[src/inc/cmvs_pkg.sv]
// Purpose: constants and types for the self-test sequencer
// Assumes: 16-bit datapath, one clock
// Notes:   test numbers are the octal figures printed for each test
package cmvs_pkg;
  localparam int          CMVS_DATA_W     = 16;
  localparam int          CMVS_TEST_W     = 4;
  localparam logic [3:0]  CMVS_FIRST_TEST = 4'h0;
  localparam logic [3:0]  CMVS_LAST_TEST  = 4'hB;  // octal 13
  localparam logic [15:0] CMVS_INT_VECTOR = 16'h0038; // octal 70
  localparam logic [15:0] CMVS_MEM_LOC    = 16'h0005;
  localparam logic [15:0] CMVS_ONES       = 16'hFFFF;
  localparam logic [15:0] CMVS_ZERO       = 16'h0000;
  localparam logic [15:0] CMVS_LOW_BYTE   = 16'h00FF;
  localparam logic [15:0] CMVS_PAT_A      = 16'hAAAA;
  localparam logic [15:0] CMVS_PAT_5      = 16'h5555;
  localparam int          CMVS_WALK_W     = 5;     // 16 ones + 16 zeros steps
  localparam logic [4:0]  CMVS_WALK_LAST  = 5'h1F;

  typedef enum logic [1:0] {
    CMVS_SRC_NONE  = 2'h0,
    CMVS_SRC_CLEAR = 2'h1,
    CMVS_SRC_CHECK = 2'h2,
    CMVS_SRC_OP    = 2'h3
  } cmvs_src_type;

  typedef enum logic [5:0] {
    CMVS_IDLE   = 6'b000001,
    CMVS_ISSUE  = 6'b000010,
    CMVS_WAIT   = 6'b000100,
    CMVS_EVAL   = 6'b001000,
    CMVS_FINISH = 6'b010000,
    CMVS_HOLD   = 6'b100000
  } cmvs_state_type;
endpackage : cmvs_pkg

[src/verilog/cmvs_sequencer.sv]
// Purpose: self-test sequencer that steps the datapath through numbered tests
// Assumes: datapath runs one test step per request and answers with pass/fail
// Notes:   the datapath performs the bus and register work; this block orders,
//          judges and reports; the check-flag pin is asynchronous to CLK
`timescale 1ns/1ps
`default_nettype none

module cmvs_sequencer
  import cmvs_pkg::*;
#(
  parameter int DATA_W = CMVS_DATA_W,
  parameter int TEST_W = CMVS_TEST_W
) (
  input  wire logic              CLK,            // 125 MHz processor clock
  input  wire logic              RESET_N,        // async reset, low active
  input  wire logic              SYS_CLEAR,      // control panel clear pulse
  input  wire logic              CHECK_FLAG,     // machine check flag pin
  input  wire logic              RUN_OP,         // run_selftest_op decoded
  input  wire logic              ENTER_CHK_OP,   // enter_check_mode_op decoded
  input  wire logic              LEAVE_CHK_OP,   // leave_check_mode_op decoded
  input  wire logic              STEP_DONE,      // datapath finished a step
  input  wire logic              STEP_FAIL,      // step result mismatch
  input  wire logic              STEP_PARITY,    // parity flagged during step
  output logic                   STEP_REQ,       // start a test step
  output logic [TEST_W-1:0]      STEP_TEST,      // test number to run
  output logic [4:0]             STEP_INDEX,     // bit walk index
  output logic [DATA_W-1:0]      STEP_PATTERN,   // pattern for the step
  output logic                   STEP_EXPECT_PE, // step should see parity error
  output logic [DATA_W-1:0]      STEP_MEM_ADDR,  // memory location for test 12
  output logic                   FETCH_HOLD,     // stall instruction fetch
  output logic                   CLEAR_STATE,    // clear keys and register set
  output logic                   CLEAR_CHECK,    // clear machine check flag
  output logic                   INT_REQ,        // program interrupt pulse
  output logic [DATA_W-1:0]      INT_VECTOR,     // interrupt location
  output logic                   SKIP_NEXT,      // op passed: skip pulse
  output logic                   RETURN_FAIL,    // op failed: return pulse
  output logic [DATA_W-1:0]      RETURN_VALUE,   // failed test number
  output logic [TEST_W-1:0]      ADDR_LIGHTS,    // address indicator value
  output logic                   CHECK_MODE      // check-triggered start enabled
);

  initial begin
    if (DATA_W != 16 || TEST_W < 4) begin
      $error("cmvs_sequencer: unsupported width");
    end
  end

  cmvs_state_type     state;
  cmvs_state_type     next_state;
  cmvs_src_type       src;
  logic [TEST_W-1:0]  test_num;
  logic [4:0]         walk;
  logic               pass_bad;
  logic               parity_seen;
  logic               check_mode;
  logic               clear_run_done;
  logic [2:0]         chk_sync;
  logic               chk_level;
  logic               chk_prev;
  logic               any_bad_hold;
  logic               step_fail_q;
  logic               step_parity_q;

  // three-stage sync; a change counts only when the last two agree
  always_ff @(posedge CLK or negedge RESET_N) begin
    if (!RESET_N) begin
      chk_sync <= 3'h0;
    end else begin
      chk_sync <= {chk_sync[1:0], CHECK_FLAG};
    end
  end

  always_ff @(posedge CLK or negedge RESET_N) begin
    if (!RESET_N) begin
      chk_level <= 1'b0;
      chk_prev  <= 1'b0;
    end else begin
      if (chk_sync[2] == chk_sync[1]) begin
        chk_level <= chk_sync[2];
      end
      chk_prev <= chk_level;
    end
  end

  function automatic logic walk_test(input logic [TEST_W-1:0] t);
    walk_test = (t == TEST_W'(4'h9)) || (t == TEST_W'(4'hA));
  endfunction : walk_test

  function automatic logic parity_test(input logic [TEST_W-1:0] t);
    parity_test = (t == TEST_W'(4'h4)) || (t == TEST_W'(4'h5)) ||
                  (t == TEST_W'(4'h6));
  endfunction : parity_test

  wire chk_rise     = chk_level & ~chk_prev;
  wire check_start  = chk_rise & check_mode & clear_run_done;
  wire idle         = (state == CMVS_IDLE);
  wire start_any    = idle & (SYS_CLEAR | check_start | RUN_OP);
  wire is_walk      = walk_test(test_num);
  wire walk_more    = is_walk & (walk != CMVS_WALK_LAST);
  // a provoked parity error that goes unseen is a failure, as is one unasked
  wire pe_expected  = parity_test(test_num);
  // judged from the copies taken in the done cycle, never the live lines
  wire step_bad     = step_fail_q | (step_parity_q != pe_expected);
  wire last_test    = (test_num == TEST_W'(CMVS_LAST_TEST));
  wire run_bad      = pass_bad | step_bad;
  // test thirteen reports parity seen in tests seven through twelve
  wire final_bad    = last_test & parity_seen;
  wire any_bad      = step_bad | final_bad;
  wire stop_on_err  = (src != CMVS_SRC_CLEAR);

  always_comb begin
    next_state = state;
    unique case (state)
      CMVS_IDLE:   if (start_any) next_state = CMVS_ISSUE;
      CMVS_ISSUE:  next_state = CMVS_WAIT;
      CMVS_WAIT:   if (STEP_DONE) next_state = CMVS_EVAL;
      CMVS_EVAL: begin
        if (any_bad && stop_on_err) begin
          next_state = CMVS_FINISH;
        end else if (walk_more || !last_test) begin
          next_state = CMVS_ISSUE;
        end else if (run_bad || final_bad) begin
          next_state = CMVS_ISSUE;
        end else begin
          next_state = CMVS_FINISH;
        end
      end
      CMVS_FINISH: next_state = CMVS_HOLD;
      CMVS_HOLD:   next_state = CMVS_IDLE;
      default:     next_state = CMVS_IDLE;
    endcase
  end

  always_ff @(posedge CLK or negedge RESET_N) begin
    if (!RESET_N) begin
      state <= CMVS_IDLE;
    end else begin
      state <= next_state;
    end
  end

  always_ff @(posedge CLK or negedge RESET_N) begin
    if (!RESET_N) begin
      src <= CMVS_SRC_NONE;
    end else if (start_any) begin
      if (SYS_CLEAR) begin
        src <= CMVS_SRC_CLEAR;
      end else if (check_start) begin
        src <= CMVS_SRC_CHECK;
      end else begin
        src <= CMVS_SRC_OP;
      end
    end
  end

  // test number and bit walk step; tests 0..13 octal in order
  always_ff @(posedge CLK or negedge RESET_N) begin
    if (!RESET_N) begin
      test_num <= '0;
      walk     <= '0;
    end else if (start_any) begin
      test_num <= TEST_W'(CMVS_FIRST_TEST);
      walk     <= '0;
    end else if (state == CMVS_EVAL && next_state == CMVS_ISSUE) begin
      if (walk_more) begin
        walk <= walk + 5'h1;
      end else if (last_test) begin
        // recycle: keep the failing number on the lights while restarting
        test_num <= TEST_W'(CMVS_FIRST_TEST);
        walk     <= '0;
      end else begin
        test_num <= test_num + TEST_W'(1);
        walk     <= '0;
      end
    end
  end

  // the datapath only promises its result lines in the done cycle, so they
  // are captured there and judged from the copies one state later
  always_ff @(posedge CLK or negedge RESET_N) begin
    if (!RESET_N) begin
      step_fail_q   <= 1'b0;
      step_parity_q <= 1'b0;
    end else if (state == CMVS_WAIT && STEP_DONE) begin
      step_fail_q   <= STEP_FAIL;
      step_parity_q <= STEP_PARITY;
    end
  end

  // judging strobes; the end of a pass wipes the slate before any recycle
  wire eval     = (state == CMVS_EVAL);
  wire pass_end = eval & last_test & ~walk_more;

  // failure bookkeeping within one pass
  always_ff @(posedge CLK or negedge RESET_N) begin
    if (!RESET_N) begin
      pass_bad    <= 1'b0;
      parity_seen <= 1'b0;
    end else if (start_any || pass_end) begin
      pass_bad    <= 1'b0;
      parity_seen <= 1'b0;
    end else if (eval) begin
      if (step_bad) begin
        pass_bad <= 1'b1;
      end
      if (step_parity_q && test_num >= TEST_W'(4'h7)) begin
        parity_seen <= 1'b1;
      end
    end
  end

  // lights keep the last failing test through a recycle and into idle
  always_ff @(posedge CLK or negedge RESET_N) begin
    if (!RESET_N) begin
      ADDR_LIGHTS <= '0;
    end else if (eval && any_bad) begin
      ADDR_LIGHTS <= test_num;
    end
  end

  // check mode; a clear-started run leaves the machine in normal mode
  always_ff @(posedge CLK or negedge RESET_N) begin
    if (!RESET_N) begin
      check_mode     <= 1'b0;
      clear_run_done <= 1'b0;
    end else begin
      if (SYS_CLEAR && idle) begin
        check_mode     <= 1'b0;
        clear_run_done <= 1'b0;
      end else if (state == CMVS_FINISH && src == CMVS_SRC_CLEAR) begin
        clear_run_done <= 1'b1;
      end
      if (ENTER_CHK_OP) begin
        check_mode <= 1'b1;
      end else if (LEAVE_CHK_OP) begin
        check_mode <= 1'b0;
      end
    end
  end

  // exit decode per start source; only an op run reports back to the program
  wire from_check = (src == CMVS_SRC_CHECK);
  wire from_op    = (src == CMVS_SRC_OP);
  wire finish     = (state == CMVS_FINISH);
  wire fin_clean  = finish & ~any_bad_hold;
  wire fin_bad    = finish & any_bad_hold;

  // verdict of the last judged step, read while finishing
  always_ff @(posedge CLK or negedge RESET_N) begin
    if (!RESET_N) begin
      any_bad_hold <= 1'b0;
    end else if (eval) begin
      any_bad_hold <= any_bad;
    end
  end

  // result outputs from flip-flops; one-cycle pulses except RETURN_VALUE, which holds
  always_ff @(posedge CLK or negedge RESET_N) begin
    if (!RESET_N) begin
      CLEAR_STATE  <= 1'b0;
      CLEAR_CHECK  <= 1'b0;
      INT_REQ      <= 1'b0;
      SKIP_NEXT    <= 1'b0;
      RETURN_FAIL  <= 1'b0;
      RETURN_VALUE <= '0;
    end else begin
      CLEAR_STATE  <= fin_clean & ~from_op;
      INT_REQ      <= fin_clean & from_check;
      // a check-started run always drops the flag, clean or not
      CLEAR_CHECK  <= finish & from_check;
      SKIP_NEXT    <= fin_clean & from_op;
      RETURN_FAIL  <= fin_bad & from_op;
      if (fin_bad) begin
        RETURN_VALUE <= DATA_W'(ADDR_LIGHTS);
      end
    end
  end

  // step request data; per-test pattern choice
  wire [DATA_W-1:0] walk_bit = DATA_W'(16'h0001) << walk[3:0];
  wire [DATA_W-1:0] walk_pat = walk[4] ? ~walk_bit : walk_bit;
  wire [DATA_W-1:0] pat_sel =
      (test_num == TEST_W'(4'h3)) ? CMVS_LOW_BYTE :
      (test_num == TEST_W'(4'h7)) ? CMVS_ONES :
      (test_num == TEST_W'(4'h8)) ? (walk[0] ? CMVS_PAT_5 : CMVS_PAT_A) :
      is_walk                     ? walk_pat :
      CMVS_ZERO;

  always_ff @(posedge CLK or negedge RESET_N) begin
    if (!RESET_N) begin
      STEP_REQ       <= 1'b0;
      STEP_TEST      <= '0;
      STEP_INDEX     <= '0;
      STEP_PATTERN   <= '0;
      STEP_EXPECT_PE <= 1'b0;
      STEP_MEM_ADDR  <= '0;
    end else begin
      STEP_REQ <= (state == CMVS_ISSUE);
      if (state == CMVS_ISSUE) begin
        STEP_TEST      <= test_num;
        STEP_INDEX     <= walk;
        STEP_PATTERN   <= pat_sel;
        STEP_EXPECT_PE <= pe_expected;
        STEP_MEM_ADDR  <= CMVS_MEM_LOC;
      end
    end
  end

  // hold off fetch while running and while a check error persists
  // a program that must run on with a stuck flag has to leave check mode
  assign FETCH_HOLD = ~idle | (check_mode & chk_level & clear_run_done);
  assign INT_VECTOR = CMVS_INT_VECTOR;
  assign CHECK_MODE = check_mode;

endmodule : cmvs_sequencer
`default_nettype wire

[config.mk]
export PLATFORM = sky130hd
export DESIGN_NAME = cmvs_sequencer
export DESIGN_NICKNAME = d
export VERILOG_FILES = /design/src/inc/cmvs_pkg.sv /design/src/verilog/cmvs_sequencer.sv
export SDC_FILE = /design/constraint.sdc
export NUM_CORES = 1
export LEC_CHECK = 0
export ABC_AREA = 0
export BUFFER_PORTS_ARGS = -buffer_cell sky130_fd_sc_hd__buf_4
export CAP_MARGIN = 20
export CORE_MARGIN = 3
export CORE_UTILIZATION = 34
export DETAILED_ROUTE_END_ITERATION = 10
export GPL_TIMING_DRIVEN = 0
export HOLD_SLACK_MARGIN = 0.15
export PLACE_DENSITY = 0.68
export SYNTH_ARGS = -nofsm -noshare
export SYNTH_HDL_FRONTEND = slang
export SYNTH_SLANG_ARGS = --single-unit
[constraint.sdc]
create_clock -name CLK -period 2.42 [get_ports CLK]
set_clock_uncertainty 0.05 [all_clocks]
set_input_delay 0.484 -clock CLK [delete_from_list [all_inputs] [get_ports CLK]]
set_output_delay 0.484 -clock CLK [all_outputs]
set_load 0.02 [all_outputs]
==> qor.txt <==
FINAL LAYOUT
-----------------------------------------------------------------------------------------
Area grow syn2layout                                                                25.5%
Fill cells                                                                           1015
Layout net count                                                                      499
Fraction of final layout cells with drive strength greater than 1                   31.9%
Inserted Diodes                                                                         0

STA
-----------------------------------------------------------------------------------------
Setup violations, final                                                                 0
Slew at the pin with the worst max-slew slack                                    0.893 ns
WHS                                                                              0.196 ns
Setup Total Neg Slack                                                                0 ns
Part of the cycle the worst path needs                                              95.6%
Post-route minimum period                                                         2.31 ns
Final hold viol count                                                                   0
Highest achievable clock rate                                                     432 MHz
Worst max-slew margin expressed relative to the limit                               40.5%
Max Transition Viols Final                                                              0

FLOORPLAN
-----------------------------------------------------------------------------------------
Vertical extent of the die                                                         111 um
# rows                                                                                 37
Initial Utilization                                                                 35.7%
Die width                                                                          111 um
Die outline area                                                               12300 um^2
Io pins                                                                                96
Core Area                                                                      10500 um^2

SYNTHESIS
-----------------------------------------------------------------------------------------
Synth top area cells                                                         dfrtp_1 (46%), buf_4 (8.6%), nand2_1 (4.8%), ha_1 (3.7%), xor2_1 (3.3%)
Cell variety after synth                                                               55
Seq/Total Area, Yosys                                                               46.7%
Library cell occupying the most area in the post-synthesis netlist                dfrtp_1
Count of flip-flops with a built-in enable after synthesis                              0
Portion of netlist area occupied by mux cells                                       3.54%
Most frequent cell after synthesis                                                dfrtp_1
Most common flop cell mapped by yosys                                             dfrtp_1
Leading cell types by count after synthesis                                  dfrtp_1 (69), nand2_1 (48), buf_4 (43)
Area fraction in and, or, nand and nor cells after synthesis                        16.2%
Mapped Cells                                                                          374
Syn avg cell area                                                               10.0 um^2
Synthesis warning total                                                                 0
Top cell type's share of synthesized area                                           46.0%
Synth Area in Adders                                                                3.94%
Compound-gate portion of the synthesized area                                       13.5%
Summed instance area of the synthesized netlist                                 3750 um^2
Synth Register Bits                                                                    70
Largest family of logic cells by synthesized area                            simple AND/OR/NAND/NOR gates
Xor/xnor share of the synthesized area                                              3.97%
Proportion of register bits with asynchronous set or reset after synthesis           100%

CRITICAL PATH
-----------------------------------------------------------------------------------------
Required time of the critical path                                                2.64 ns
Endpoint kind of the worst setup timing path                                    flip-flop
Data arrival time of the worst path                                               2.53 ns
Sort of element at the start of the critical path                               flip-flop
Largest fanout on the critical path                                                     8
Worst Setup Path Type                                                        flip-flop to flip-flop
Worst-case reg-to-reg path depth                                                        7

PLACED DESIGN
-----------------------------------------------------------------------------------------
Final estimated routing congestion in global placement                              0.855
HPWL Detailed                                                                     5.92 mm
Count of port buffers added during placement                                           53

DRT
-----------------------------------------------------------------------------------------
Via density                                                                          4.71
Routed via count                                                                     2901
First-pass iteration count of the detailed router                                       4
Iter 0 DRT Violations                                                                 175
Residual antenna-violating net count after detailed routing                             0
Residual DRC count                                                                      0
Wire per inst                                                                     13.1 um
Sum of routed wire length over all layers                                         8.09 mm

CLOCK TREE
-----------------------------------------------------------------------------------------
Number of buffers between clock root and the deepest sink                               2
Clock sinks                                                                            70
Root Buffer                                                                      clkbuf_8
CTS HTree Levels                                                                        3
CTS buffer count                                                                        9
TritonCTS clock tree                                                                  yes
CTS clk-pin slew, worst paths                                                     0.07 ns
Buffer count from post-CTS setup fixing                                                 0
Later-pin clock latency in the skew report                                        0.34 ns
# hold bufs at CTS                                                                      0

POWER
-----------------------------------------------------------------------------------------
Power density relative to cell area                                           741 nW/um^2
Static leakage                                                                    2.28 nW
IR Drop Worst-Case VDD                                                           0.584 mV

GLOBAL ROUTE
-----------------------------------------------------------------------------------------
Aggregate global routing overflow                                                       0
Global-route wire length before repair                                            13.7 mm
Initial antenna violation count                                                         0
Largest net degree at the start of global routing                                      71
Number of global-route vias before repair                                            2929
Global Route Usage Sum                                                              13.2%

WORST HOLD PATH
-----------------------------------------------------------------------------------------
Worst min path class                                                         input pin to async pin

OUTCOME
-----------------------------------------------------------------------------------------
Status                                                                          completed

FLOW RUN
-----------------------------------------------------------------------------------------
Max cap viols                                                                           0

layout make-up:
class | instances | area [um^2] | area share, %
Buffer | 56 | 409 | 8.69
Clock buffer | 12 | 155 | 3.30
Clock inverter | 1 | 7.51 | 0.160
Inverter | 11 | 41.3 | 0.877
Multi-Input combinational cell | 277 | 1770 | 37.6
Sequential cell | 70 | 1760 | 37.3
Tap cell | 136 | 170 | 3.62
Timing Repair Buffer | 53 | 398 | 8.46
cells in the final DEF, fill, tap and decap left out, types with 3 or more instances in the layout:
| master | synthesis | routed |
|---|---|---|
| nand2_1 | 48 | 48 |
| conb_1 | 2 | 42 |
| nand3_1 | 10 | 9 |
| a31o_2 | 3 | 3 |
| a31oi_1 | 4 | 3 |
| nor3b_1 | 3 | 3 |
| clkbuf_8 | 2 | 13 |
| clkbuf_1 | 7 | 7 |
| o22a_1 | 8 | 8 |
| nor3_1 | 13 | 11 |
| a22o_1 | 8 | 8 |
| dfrtp_1 | 69 | 67 |
| buf_4 | 43 | 96 |
| o31ai_1 | 5 | 3 |
| nor2_1 | 22 | 20 |
| or3_1 | 4 | 4 |
| mux2_2 | 10 | 10 |
| o21ai_0 | 20 | 20 |
| ha_1 | 11 | 11 |
| xnor2_1 | 3 | 3 |
| nor2b_1 | 4 | 4 |
| a21oi_1 | 9 | 9 |
| xor2_1 | 14 | 14 |
| inv_1 | 11 | 11 |
critical path: stages (launching register included):
cell     delay, ns
dfrtp_2       0.44
inv_1         0.09
ha_1          0.25
nor3_4        0.31
or3_2         0.23
a31oi_2       0.18
or4_1         0.54
a21oi_1       0.16
logic make-up after synthesis:
kind of cell,Yosys count
and+or+nand+nor,123
AOI/OAI and AO/OA,71
DFF,70
buffers and inverters,67
xor gates and xnor gates,17
adders and majority gates,12
muxes,12
other,2
path summary, 6_finish.rpt:
check,from,end,slack [ns]
setup / recovery,test_num[0],walk[3],0.11
setup reg to reg,test_num[0],walk[3],0.11
max in group asynchronous,RESET_N,walk[0],1.46
min in group CLK,CHECK_FLAG,chk_sync[0],0.20
hold / removal,RESET_N,STEP_PATTERN[12],0.20
hold reg to reg,chk_sync[0],chk_sync[1],0.31
power by group:
part	total (mW)	internal, mW	switching, mW
Clock	0.829	0.412	0.417
Sequential	1.51	1.35	0.158
Combinational	1.14	0.461	0.684
Total	3.49	2.23	1.26
flip-flops by register name, indices dropped and copies added, names as in the netlist, 3 cells and up:
signal,cells
RETURN_VALUE,4
ADDR_LIGHTS,4
STEP_PATTERN,16
test_num,4
STEP_INDEX,5
chk_sync,3
STEP_TEST,4
state,6
walk,5
per-stage QoR:
step                util, %  instance area, um^2  cells  worst slack [ns]  power (mW)
floorplan                 -                 3900    414             0.131        2.25
detailed placement     42.5                 4470    603            -0.424        2.65
global route           44.8                 4710    616           -0.0140        3.70
CTS                    44.4                 4670    616            0.0649        3.50
global placement       42.5                 4470    603            -0.308        2.62
finish                 44.8                 4710    616             0.107        3.49
per-layer routing:
metal | vias to the layer above | track usage, % | part of all wire [%]
met4 | 0 | 4.06 | 1.4
met5 | - | 0 | 0
met1 | 1375 | 16.8 | 45
met2 | 93 | 21.8 | 47
li1 | 1422 | - | -
met3 | 11 | 3.93 | 6.2
what timing repair did:
item	in CTS	in global routing
pin swaps	0	1
setup endpoints to repair	15	17
resized for setup	8	11
gates cloned	0	0
Power figures use the tool's default switching activity.
